File: src/common/insn_decode_pkg.sv
package insn_decode_pkg;

  // Instruction word field positions
  localparam int COND_HI      = 31;
  localparam int COND_LO      = 28;
  localparam int OPCODE_HI    = 24;
  localparam int OPCODE_LO    = 21;
  localparam int RN_HI        = 19;
  localparam int RN_LO        = 16;
  localparam int RD_HI        = 15;
  localparam int RD_LO        = 12;
  localparam int OP2_HI       = 11;
  localparam int OP2_LO       = 0;
  localparam int ROT_HI       = 11;
  localparam int ROT_LO       = 8;
  localparam int IMM8_HI      = 7;
  localparam int IMM8_LO      = 0;
  localparam int CLASS_HI     = 27;
  localparam int CLASS_LO     = 25;
  localparam int S_BIT        = 20;
  localparam int W_BIT        = 21;
  localparam int P_BIT        = 24;
  localparam int HW_IMM_BIT   = 22;
  localparam int HW_SIGN_BIT  = 6;
  localparam int HW_HALF_BIT  = 5;
  localparam int HW_MARK7_BIT = 7;
  localparam int HW_MARK4_BIT = 4;
  localparam int HI_NIB_HI    = 11;
  localparam int HI_NIB_LO    = 8;
  localparam int LO_NIB_HI    = 3;
  localparam int LO_NIB_LO    = 0;

  // Class field encodings
  localparam logic [2:0] CLASS_DP_IMM = 3'h1;
  localparam logic [2:0] CLASS_MISC   = 3'h0;
  localparam logic [2:0] CLASS_SDT_I  = 3'h2;
  localparam logic [2:0] CLASS_SDT_R  = 3'h3;
  localparam logic [2:0] CLASS_BLOCK  = 3'h4;
  localparam logic [2:0] CLASS_BRANCH = 3'h5;
  localparam logic [2:0] CLASS_CP_DT  = 3'h6;
  localparam logic [2:0] CLASS_CP_OP  = 3'h7;

  // Reset values
  localparam logic [31:0] WORD_RST  = 32'h0;
  localparam logic [3:0]  NIB_RST   = 4'h0;
  localparam logic [7:0]  BYTE_RST  = 8'h0;

  typedef enum logic [3:0] {
    KIND_NONE,
    KIND_DATA_PROC,
    KIND_MULTIPLY,
    KIND_HALF_REG,
    KIND_HALF_IMM,
    KIND_SINGLE_XFER,
    KIND_BLOCK_XFER,
    KIND_BRANCH,
    KIND_COPROC,
    KIND_SWI,
    KIND_UNDEFINED
  } insn_kind_e;

endpackage : insn_decode_pkg

File: src/design/imm_rotator.sv
`timescale 1ns/100ps
`default_nettype none
module imm_rotator (
  input  wire logic [3:0]  rot_in,
  input  wire logic [7:0]  imm8_in,
  output logic      [31:0] const_out
);

  wire logic [63:0] doubled;
  wire logic [5:0]  amount;

  // Rotate amount is twice the field, so always even
  assign amount    = {1'b0, rot_in, 1'b0};                                     // RQ2
  assign doubled   = {24'h000000, imm8_in, 24'h000000, imm8_in} >> amount;    // RQ2
  assign const_out = doubled[31:0];                                            // RQ2

endmodule : imm_rotator
`default_nettype wire

File: src/design/word_instruction_format_decoder.sv
`timescale 1ns/100ps
`default_nettype none
// Operation
// RQ1 - Bits 31..28 of every word give the condition selector.
// RQ2 - Immediate operand is an 8-bit value rotated right by an even count.
// RQ3 - Flag update is signalled only when the S qualifier is set.
// RQ4 - Translation qualifier forces unprivileged access; never with pre-indexed addressing.
// RQ5 - Data processing: opcode 24..21, operand reg 19..16, dest 15..12, operand2 11..0.
// RQ6 - Halfword register offset: 27..25, 22, 11..8 zero; 7 and 4 one.
// RQ7 - Halfword with bit 22 set: immediate offset from nibbles 11..8 and 3..0.
// RQ8 - Unallocated codes such as multiply with bit 6 set must not be fed.
// RQ9 - Class 011 with bit 4 set raises the undefined-instruction exception.
module word_instruction_format_decoder (
  input  wire logic        clk_sys_in,
  input  wire logic        rst_n_in,
  input  wire logic        insn_valid_in,
  input  wire logic [31:0] insn_word_in,
  output logic             dec_valid_out,
  output logic [3:0]       condition_out,
  output logic [3:0]       kind_out,
  output logic [3:0]       opcode_out,
  output logic [3:0]       first_operand_register_out,
  output logic [3:0]       dest_register_out,
  output logic [11:0]      operand2_out,
  output logic             imm_operand_out,
  output logic [31:0]      rotated_immediate_constant_out,
  output logic             flag_update_out,
  output logic             force_user_out,
  output logic             half_signed_out,
  output logic             half_size_out,
  output logic [7:0]       half_offset_out,
  output logic             undefined_trap_out
);

  wire logic [31:0] w;
  wire logic [2:0]  cls;
  wire logic        is_dp;
  wire logic        is_mul;
  wire logic        is_swap;
  wire logic        is_bx;
  wire logic        is_half_reg;
  wire logic        is_half_imm;
  wire logic        is_undef;
  wire logic        is_sdt;
  wire logic        dp_imm;
  wire logic        imm_dp;
  wire logic        flag_upd;
  wire logic        force_user;
  wire logic [31:0] rot_const;
  wire logic [7:0]  half_off;
  insn_decode_pkg::insn_kind_e kind_next;

  assign w   = insn_word_in;
  assign cls = w[insn_decode_pkg::CLASS_HI:insn_decode_pkg::CLASS_LO];

  // Multiply patterns with bit 6 set are unallocated; assumed absent, so they fall
  // through as halfword forms, or as data processing when bit 22 is clear and 11..8 nonzero. RQ8
  assign is_mul  = (cls == insn_decode_pkg::CLASS_MISC) && (w[7:4] == 4'h9)
                 && (w[24:23] != 2'h2);
  assign is_swap = (cls == insn_decode_pkg::CLASS_MISC) && (w[24:23] == 2'h2)
                 && (w[21:20] == 2'h0) && (w[11:4] == 8'h09);
  assign is_bx   = (w[27:4] == 24'h12FFF1);
  assign is_half_reg = (cls == insn_decode_pkg::CLASS_MISC)                  // RQ6
                 && !w[insn_decode_pkg::HW_IMM_BIT]                             // RQ6
                 && (w[insn_decode_pkg::HI_NIB_HI:insn_decode_pkg::HI_NIB_LO] == 4'h0) // RQ6
                 && w[insn_decode_pkg::HW_MARK7_BIT] && w[insn_decode_pkg::HW_MARK4_BIT] // RQ6
                 && (w[6:5] != 2'h0);
  assign is_half_imm = (cls == insn_decode_pkg::CLASS_MISC)                  // RQ7
                 && w[insn_decode_pkg::HW_IMM_BIT]                              // RQ7
                 && w[insn_decode_pkg::HW_MARK7_BIT] && w[insn_decode_pkg::HW_MARK4_BIT] // RQ7
                 && (w[6:5] != 2'h0);
  // Reserved pattern traps rather than decoding as a transfer
  assign is_undef = (cls == insn_decode_pkg::CLASS_SDT_R) && w[4];             // RQ9
  assign is_sdt   = ((cls == insn_decode_pkg::CLASS_SDT_I)
                 || (cls == insn_decode_pkg::CLASS_SDT_R)) && !is_undef;
  assign is_dp    = ((cls == insn_decode_pkg::CLASS_DP_IMM)
                 || (cls == insn_decode_pkg::CLASS_MISC))
                 && !is_mul && !is_swap && !is_bx && !is_half_reg && !is_half_imm;
  assign dp_imm   = (cls == insn_decode_pkg::CLASS_DP_IMM);
  // Constant is zero outside immediate data processing so execute never sees stale bits
  assign imm_dp   = is_dp && dp_imm;                                           // RQ2

  // Compare/test opcodes always set flags, S is then mandatory in the encoding
  assign flag_upd = (is_dp || is_mul) && w[insn_decode_pkg::S_BIT];            // RQ3
  // Post-indexed with W set is the translated form; pre-indexed never is
  assign force_user = is_sdt && !w[insn_decode_pkg::P_BIT]                     // RQ4
                    && w[insn_decode_pkg::W_BIT];                              // RQ4
  assign half_off = {w[insn_decode_pkg::HI_NIB_HI:insn_decode_pkg::HI_NIB_LO], // RQ7
                     w[insn_decode_pkg::LO_NIB_HI:insn_decode_pkg::LO_NIB_LO]}; // RQ7

  always_comb begin
    if (is_undef) begin
      kind_next = insn_decode_pkg::KIND_UNDEFINED;
    end else if (is_half_reg) begin
      kind_next = insn_decode_pkg::KIND_HALF_REG;
    end else if (is_half_imm) begin
      kind_next = insn_decode_pkg::KIND_HALF_IMM;
    end else if (is_mul) begin
      kind_next = insn_decode_pkg::KIND_MULTIPLY;
    end else if (is_sdt) begin
      kind_next = insn_decode_pkg::KIND_SINGLE_XFER;
    end else if (is_dp || is_swap || is_bx) begin
      kind_next = is_dp ? insn_decode_pkg::KIND_DATA_PROC : insn_decode_pkg::KIND_BRANCH;
    end else begin
      case (cls)
        insn_decode_pkg::CLASS_BLOCK:  kind_next = insn_decode_pkg::KIND_BLOCK_XFER;
        insn_decode_pkg::CLASS_BRANCH: kind_next = insn_decode_pkg::KIND_BRANCH;
        insn_decode_pkg::CLASS_CP_DT:  kind_next = insn_decode_pkg::KIND_COPROC;
        insn_decode_pkg::CLASS_CP_OP:  kind_next = w[24] ? insn_decode_pkg::KIND_SWI
                                                         : insn_decode_pkg::KIND_COPROC;
        default:                       kind_next = insn_decode_pkg::KIND_NONE;
      endcase
    end
  end

  imm_rotator u_rot (
    .rot_in    (w[insn_decode_pkg::ROT_HI:insn_decode_pkg::ROT_LO]),
    .imm8_in   (w[insn_decode_pkg::IMM8_HI:insn_decode_pkg::IMM8_LO]),
    .const_out (rot_const)
  );

  // One register stage between fetch and execute
  always_ff @(posedge clk_sys_in or negedge rst_n_in) begin
    if (!rst_n_in) begin
      dec_valid_out                  <= 1'b0;
      condition_out                  <= insn_decode_pkg::NIB_RST;
      kind_out                       <= insn_decode_pkg::NIB_RST;
      opcode_out                     <= insn_decode_pkg::NIB_RST;
      first_operand_register_out     <= insn_decode_pkg::NIB_RST;
      dest_register_out              <= insn_decode_pkg::NIB_RST;
      operand2_out                   <= 12'h000;
      imm_operand_out                <= 1'b0;
      rotated_immediate_constant_out <= insn_decode_pkg::WORD_RST;
      flag_update_out                <= 1'b0;
      force_user_out                 <= 1'b0;
      half_signed_out                <= 1'b0;
      half_size_out                  <= 1'b0;
      half_offset_out                <= insn_decode_pkg::BYTE_RST;
      undefined_trap_out             <= 1'b0;
    end else begin
      dec_valid_out                  <= insn_valid_in;
      condition_out                  <= w[insn_decode_pkg::COND_HI:insn_decode_pkg::COND_LO]; // RQ1
      kind_out                       <= kind_next;
      opcode_out                     <= w[insn_decode_pkg::OPCODE_HI:insn_decode_pkg::OPCODE_LO]; // RQ5
      first_operand_register_out     <= w[insn_decode_pkg::RN_HI:insn_decode_pkg::RN_LO]; // RQ5
      dest_register_out              <= w[insn_decode_pkg::RD_HI:insn_decode_pkg::RD_LO]; // RQ5
      operand2_out                   <= w[insn_decode_pkg::OP2_HI:insn_decode_pkg::OP2_LO]; // RQ5
      imm_operand_out                <= imm_dp; // RQ2
      rotated_immediate_constant_out <= imm_dp ? rot_const : insn_decode_pkg::WORD_RST; // RQ2
      flag_update_out                <= insn_valid_in && flag_upd; // RQ3
      force_user_out                 <= insn_valid_in && force_user; // RQ4
      half_signed_out                <= w[insn_decode_pkg::HW_SIGN_BIT]; // RQ6
      half_size_out                  <= w[insn_decode_pkg::HW_HALF_BIT]; // RQ6
      half_offset_out                <= is_half_imm ? half_off : insn_decode_pkg::BYTE_RST; // RQ7
      undefined_trap_out             <= insn_valid_in && is_undef; // RQ9
    end
  end

  cond_field_a: assert property (@(posedge clk_sys_in) disable iff (!rst_n_in) // RQ1
    1'b1 |=> condition_out == $past(insn_word_in[31:28])) else $error("condition field wrong");
  imm_even_rot_a: assert property (@(posedge clk_sys_in) disable iff (!rst_n_in) // RQ2
    (insn_word_in[27:25] == 3'h1 && insn_valid_in && insn_word_in[11:0] == 12'h1FF) |=>
    rotated_immediate_constant_out == 32'hC000003F) else $error("rotated constant wrong");
  // Non-immediate forms must present a zero constant
  imm_zero_a: assert property (@(posedge clk_sys_in) disable iff (!rst_n_in) // RQ2
    (insn_word_in[27:25] != 3'h1) |=>
    rotated_immediate_constant_out == 32'h00000000 && !imm_operand_out)
    else $error("constant without immediate form");
  flag_qual_a: assert property (@(posedge clk_sys_in) disable iff (!rst_n_in) // RQ3
    flag_update_out |-> $past(insn_word_in[20]) && dec_valid_out) else $error("flag update without S");
  flag_quiet_a: assert property (@(posedge clk_sys_in) disable iff (!rst_n_in) // RQ3
    (insn_valid_in && insn_word_in[27:25] == 3'h1 && !insn_word_in[20]) |=> !flag_update_out)
    else $error("flag update with S clear");
  force_user_a: assert property (@(posedge clk_sys_in) disable iff (!rst_n_in) // RQ4
    force_user_out |-> !$past(insn_word_in[24]) && kind_out == 4'h5)
    else $error("translation on pre-index");
  user_pre_a: assert property (@(posedge clk_sys_in) disable iff (!rst_n_in) // RQ4
    (insn_word_in[27:26] == 2'h1 && insn_word_in[24]) |=> !force_user_out)
    else $error("pre-indexed transfer translated");
  dp_fields_a: assert property (@(posedge clk_sys_in) disable iff (!rst_n_in) // RQ5
    kind_out == 4'h1 |-> {opcode_out, first_operand_register_out, dest_register_out, operand2_out}
    == {$past(insn_word_in[24:21]), $past(insn_word_in[19:0])})
    else $error("data processing fields wrong");
  // Multiply shares class 000 and must not leak into data processing
  mul_kind_a: assert property (@(posedge clk_sys_in) disable iff (!rst_n_in) // RQ5
    (insn_word_in[27:22] == 6'h00 && insn_word_in[7:4] == 4'h9) |=> kind_out == 4'h2)
    else $error("multiply decoded as other class");
  half_reg_a: assert property (@(posedge clk_sys_in) disable iff (!rst_n_in) // RQ6
    kind_out == 4'h3 |-> $past(insn_word_in[22]) == 1'b0 && $past(insn_word_in[11:8]) == 4'h0
    && $past(insn_word_in[7]) && $past(insn_word_in[4])) else $error("halfword register form wrong");
  half_imm_a: assert property (@(posedge clk_sys_in) disable iff (!rst_n_in) // RQ7
    kind_out == 4'h4 |-> half_offset_out == {$past(insn_word_in[11:8]), $past(insn_word_in[3:0])})
    else $error("halfword offset wrong");
  half_off_zero_a: assert property (@(posedge clk_sys_in) disable iff (!rst_n_in) // RQ7
    kind_out != 4'h4 |-> half_offset_out == 8'h00) else $error("offset outside halfword form");
  undef_trap_a: assert property (@(posedge clk_sys_in) disable iff (!rst_n_in) // RQ9
    (insn_valid_in && insn_word_in[27:25] == 3'h3 && insn_word_in[4]) |=>
    undefined_trap_out && kind_out == 4'hA) else $error("reserved pattern not trapped");
  // Bit 4 clear keeps class 011 an ordinary register offset transfer
  trap_quiet_a: assert property (@(posedge clk_sys_in) disable iff (!rst_n_in) // RQ9
    (insn_word_in[27:25] == 3'h3 && !insn_word_in[4]) |=>
    !undefined_trap_out && kind_out == 4'h5) else $error("transfer trapped wrongly");

endmodule : word_instruction_format_decoder
`default_nettype wire

File: config.mk
export PLATFORM = sky130hd
export DESIGN_NAME = word_instruction_format_decoder
export DESIGN_NICKNAME = d
export VERILOG_FILES = /design/src/common/insn_decode_pkg.sv /design/src/design/imm_rotator.sv /design/src/design/word_instruction_format_decoder.sv
export SDC_FILE = /design/constraint.sdc
export NUM_CORES = 1
export LEC_CHECK = 0
export BUFFER_PORTS_ARGS = -buffer_cell sky130_fd_sc_hd__buf_2
export CAP_MARGIN = 5
export CORE_MARGIN = 1.5
export CORE_UTILIZATION = 30
export DETAILED_ROUTE_END_ITERATION = 16
export PLACE_DENSITY = 0.59
export SYNTH_ARGS = -nofsm -noshare
export SYNTH_HDL_FRONTEND = slang
export SYNTH_SLANG_ARGS = --single-unit
File: constraint.sdc
create_clock -name clk_sys_in -period 1.22 [get_ports clk_sys_in]
set_input_delay 0.061 -clock clk_sys_in [delete_from_list [all_inputs] [get_ports clk_sys_in]]
set_output_delay 0.061 -clock clk_sys_in [all_outputs]
set_load 0.005 [all_outputs]
==> results of run 1 <==
[final timing paths]
path	startpoint	endpoint	slack, ns	cells past startpoint
max	insn_word_in[22]	kind_out[2]	0.02	6
min	insn_word_in[11]	operand2_out[11]	0.04	2
max in group asynchronous	rst_n_in	kind_out[1]	0.61	3
min in group asynchronous	rst_n_in	opcode_out[2]	0.25	3
[final cells by class]
type,count,area share (%)
repair buffers,170,25.6
well taps,111,3.29
clock buffers,9,2.93
flip-flops and latches,77,45.6
multi-input cells,133,19.4
clock inverters,5,2.96
inverters,2,0.178
[per-stage QoR]
step | util, % | setup WS [ns]
2_1_floorplan | - | 0.0316
3_3_place_gp | 39.9 | -0.0584
3_5_place_dp | 39.9 | -0.104
4_1_cts | 45.8 | 0.0489
5_1_grt | 45.9 | 0.00636
6_report | 45.9 | 0.0199
[cell usage in the layout (no fill, tap or decap), types with 2 or more instances in the layout]
master	Yosys	final
buf_4	2	28
nor3_1	6	6
and3_1	3	3
buf_2	4	112
mux2i_1	10	8
inv_1	2	2
nor2_1	38	38
nor2b_1	5	5
nand4b_1	2	2
mux2i_2	0	2
clkbuf_8	0	9
nand2_1	13	13
nor3_2	2	2
dfrtp_1	77	77
bufinv_16	0	4
nor3b_1	3	3
a21oi_1	3	3
nand3_1	2	2
and2_1	9	9
dlygate4sd3_1	0	29
a22oi_1	12	12
[where the power goes]
group	total (mW)	internal, mW	leakage (nW)	switching, mW
registers	2.64	2.62	0.999	0.0188
logic	0.608	0.287	1.08	0.321
clock network	2.39	1.54	0.125	0.846
[per-layer routing]
layer | GRT usage [%] | wire length, um | vias up
met1 | 20.3 | 3300 | 1134
met3 | 5.08 | 504 | 15
met2 | 24.2 | 3540 | 98
met5 | 0 | 0 | -
li1 | - | - | 1100
met4 | 6.72 | 152 | 0
[repair_timing]
action	in CTS	in global routing
setup endpoints to repair	0	5
resized for setup	0	4
endpoints found under the hold margin	109	0
hold buffers	29	0
[flip-flops by register name (all words and copies together) (netlist names)]
| signal | flops |
|---|---|
| dest_register_out | 4 |
| force_user_out | 1 |
| undefined_trap_out | 1 |
| condition_out | 4 |
| opcode_out | 4 |
| operand2_out | 12 |
| first_operand_register_out | 4 |
| flag_update_out | 1 |
| half_offset_out | 8 |
| dec_valid_out | 1 |
| kind_out | 4 |
| imm_operand_out | 1 |
| rotated_immediate_constant_out | 32 |
[Yosys cell counts, types with 2 or more instances]
library cell / count
mux2i_1: 10
buf_4: 2
clkbuf_1: 6
a21oi_1: 3
nor3_1: 6
nand3_1: 2
inv_1: 2
dfrtp_1: 77
nor2_1: 38
o2bb2ai_1: 2
nor3b_1: 3
and3_1: 3
nor3_2: 2
and2_1: 9
nor2b_1: 5
nand4b_1: 2
a22oi_1: 12
buf_6: 2
nand2_1: 13
buf_2: 4
[cells by family (layout without fill, tap and decap cells)]
kind of cell | after synthesis | after routing | synth area share, %
multiplexers | 11 | 11 | 3.94
AO/OA/AOI/OAI | 27 | 27 | 7.26
AND/OR/NAND/NOR | 95 | 95 | 17.3
flip-flops | 77 | 77 | 68.2
buffers and inverters | 17 | 186 | 3.28
==> impl_metrics.toml, run 1 <==
[routing]
wirelength_mm = 7.50
drt_pre_antenna_iters = 5
vias = 2347
drtAntennaViolNets = 0
routedWlPerCell_um = 14.8
drt_iter0_drc = 95
vias_per_cell = 4.63
drcViolationCount = 0

[placement]
gp_congestion = 0.829
dp.cells = 464
hpwl_mm = 5.35
placed_area_um2 = 3670
port_buffers = 113

[floorplan]
fp.dieH_um = 100
die_area_um2 = 10000
placeableCoreArea_um2 = 9200
rows = 35
die_w_um = 100
initial_core_util_pct = 30.7
io_pins = 114

[logic_synthesis]
synth_edf_count = 0
synth_ff_type = "dfrtp_1"
avgSynthCellArea_um2 = 12.4
synth_fp_nets = 262
async_flop_share_pct = 100
syn_area_um2 = 2830
synthTopCellsByArea = "dfrtp_1 (68%), nor2_1 (5.0%), mux2i_1 (3.5%)"
ys_warn_count = 0
ys_types = 44
syn_inst = 227
ys_seq_area_share_pct = 68.2
synth_top_area_cell = "dfrtp_1"
synth_top_area_share_pct = 68.2
ys_seq_elements = 77

[cells_and_area]
ff_latch_area_um2 = 1930
design_area_um2 = 4220
instances_no_fill = 507
n_fill_cell = 873
multiInputGateArea_um2 = 820
nNetsFinal = 428
diodes = 0
drive_gt1_share_pct = 40.9
syn_to_final_growth_pct = 49.5

[global_routing]
gr-usage-all-layers_pct = 15.7
grt-ovfl-total = 0
grt_pass1_wl_mm = 11.8
grt_max_degree = 78
grt_pass1_vias = 2341
antenna_found_initial = 0

[cts]
htreeDepth = 3
clk_pin_slew_ns = 0.08
clock_sinks = 77
numCtsBuffers = 9
cts-root-buf = "clkbuf_8"
cts_buffer_depth = 2
postCtsSetupBuffers = 0
cts_tree = "built"

[critical_path]
critPathKind = "in2reg"
worstPathCellList = "buf_2, dlygate4sd3_1, buf_4, and3b_1, buf_4, a211o_1"
crit_top_cell = "buf_4"
cp-start-kind = "input port"
path_delay_family = "buffers and inverters"
cp.buffers_inverters = 4
cp_max_fo = 5
end_kind = "register"
required_ns = 1.45
cpPeakStageDelay_ns = 0.54
arrival_ns = 1.43
crit_path_top_delay_cell = "dlygate4sd3_1"

[timing]
setup_viol = 0
hold_viol_final = 0
rsz0062_at_grt = "false"
worst_pin_slew_ns = 0.485
fin_crit_ns = 1.20
slew_violations = 0
hold_slack_ns = 0.0417
fmax_mhz = 833
fin_setup_tns_ns = 0
fin_crit_sh_pct = 98.4
relSlewSlack_pct = 67.7

[power_and_ir_drop]
finalPower_mw = 5.64
powerDensity_nw_per_um2 = 1330
ir_drop_mv = 0.586
leakagePower_nw = 2.21

[status]
status = "finished, final reports clean"

[flow_run]
cap_violations = 0

[min_path]
min_path_type = "in2reg"
Note: power is estimated with default switching activity, not from simulation.
==> run 2, diff against run 1 <==
- ABC_AREA: unset -> 0
- CORE_UTILIZATION: 30 -> 51
- CTS_BUF_LIST: unset -> sky130_fd_sc_hd__clkbuf_8 sky130_fd_sc_hd__clkbuf_16
- PLACE_DENSITY: 0.59 -> 0.89
==> run 2 against run 1 <==
Global-route usage is 14 points higher. Design area is 1.5% lower. The run now ends with setup timing left. Largest cell class unchanged. Die area is 40% lower. Worst setup slack worse by 0.037 ns. Via count is 3.9% higher. Sequential share of layout area is 0.70 points higher. Fmax is 3.0% lower.
==> impl_metrics.toml, run 2 (same netlist as run 1, synthesis figures left out) <==
[status]
status = "complete, but fails checks"
failed_checks = "setup timing"

[floorplan]
fp.dieH_um = 77.4
io_pins = 114
rows = 26
placeableCoreArea_um2 = 5240
initial_core_util_pct = 53.9
die_w_um = 77.4
die_area_um2 = 6000

[cts]
postCtsSetupBuffers = 0
clock_sinks = 77
cts_buffer_depth = 2
htreeDepth = 3
numCtsBuffers = 9
cts_tree = "built"
cts-root-buf = "clkbuf_8"
clk_pin_slew_ns = 0.07

[critical_path]
end_kind = "register"
arrival_ns = 1.46
crit_path_top_delay_cell = "dlygate4sd3_1"
cpPeakStageDelay_ns = 0.54
required_ns = 1.45
path_delay_family = "buffers and inverters"
cp-start-kind = "input port"
cp_max_fo = 3
worstPathCellList = "dlygate4sd3_1, buf_2, nor2b_2, nor3_1, a21o_1, a221o_1"
critPathKind = "in2reg"
cp.buffers_inverters = 2

[power_and_ir_drop]
leakagePower_nw = 2.18
powerDensity_nw_per_um2 = 1360
ir_drop_mv = 0.915
finalPower_mw = 5.67

[global_routing]
grt_pass1_wl_mm = 13.0
grt.busiest_layer = "met2"
grt_max_degree = 78
grt-ovfl-total = 0
grt_use_met1_pct = 35.1
grt_use_met3_pct = 6.59
grt_util_met2_pct = 50.3
grt_pass1_vias = 2509
antenna_found_initial = 0
gr-usage-all-layers_pct = 29.4

[routing]
vias_per_cell = 5.27
drt_iter0_drc = 182
wirelength_mm = 8.02
vias = 2438
drtAntennaViolNets = 0
routedWlPerCell_um = 17.3
drt_pre_antenna_iters = 5
drcViolationCount = 0

[cells_and_area]
largest_reg_flops = 32
diodes = 0
final_cell_mix = "buf_2 (112), dfrtp_1 (77), nor2_1 (38), dlygate4sd3_1 (29), buf_4 (23)"
n_fill_cell = 309
reg_top3 = "rotated_immediate_constant_out x32, operand2_out x12, half_offset_out x8"
largest_register = "rotated_immediate_constant_out"
syn_to_final_growth_pct = 47.2
nNetsFinal = 423
drive_gt1_share_pct = 41.2
final_common_cell = "buf_2"
final_core_util_pct = 79.4
instances_no_fill = 463

[timing]
layout_setup_ws_ns = -0.0175
fin_crit_ns = 1.24
hold_viol_final = 0
worst_pin_slew_ns = 0.538
fin_crit_sh_pct = 101
slew_violations = 0
setup_viol = 1
fin_setup_tns_ns = -0.0175
relSlewSlack_pct = 64.2
rsz0062_at_grt = "true"
fmax_mhz = 808

[placement]
dp.cells = 418
hpwl_mm = 5.03
place_ws_ns = -0.0806
port_buffers = 113
gp_congestion = 0.899

[min_path]
min_path_type = "in2reg"

[flow_run]
cap_violations = 0
## run 2: cell count changes in the layout (fill, tap and decap cells not counted), sizes merged
cell	before	now
buf	141	136
clkinvlp	0	1
bufinv	4	3
clkbuf	9	11
## run 2: power by group
part           internal (mW)  switching [mW]
Clock                   1.47           0.930
Combinational          0.286           0.336
Sequential              2.62          0.0211
Total                   4.38            1.29
## run 2: final timing paths
kind                                                      end  cells after the start  slack, ns             start
worst min-delay path                         operand2_out[11]                      2       0.05  insn_word_in[11]
min in group asynchronous  rotated_immediate_constant_out[21]                      3       0.28          rst_n_in
worst max-delay path                              kind_out[1]                      6      -0.02  insn_word_in[23]
max in group asynchronous                  half_offset_out[6]                      3       0.65          rst_n_in
## run 2: metrics by stage
stage                     hold slack (ns)  area (um^2)
after floorplan                    -0.235         2830
after global placement             0.0994         3580
after detailed placement            0.109         3580
after CTS                          0.0232         4130
after global routing               0.0359         4160
final                              0.0450         4160
## run 2: routing by layer
layer	routed length, um	share of wire, %
met5	0	0
met3	587	7.3
met4	208	2.6
met1	2980	37
met2	4240	53
## run 2: repair_timing
item	4_1_cts	5_1_grt
hold buffers	29	0
endpoints found under the setup margin	0	14
resized for setup	0	8
hold endpoints to repair	109	0
## run 2: layout make-up
cell class / count / area, um^2 / area share (%)
Multi-Input combinational cell: 133 / 836 / 20.1
Timing Repair Buffer: 165 / 1040 / 25.1
Clock buffer: 11 / 151 / 3.64
Clock inverter: 5 / 106 / 2.56
Sequential cell: 77 / 1930 / 46.3
Inverter: 2 / 7.51 / 0.181
Tap cell: 70 / 87.6 / 2.11
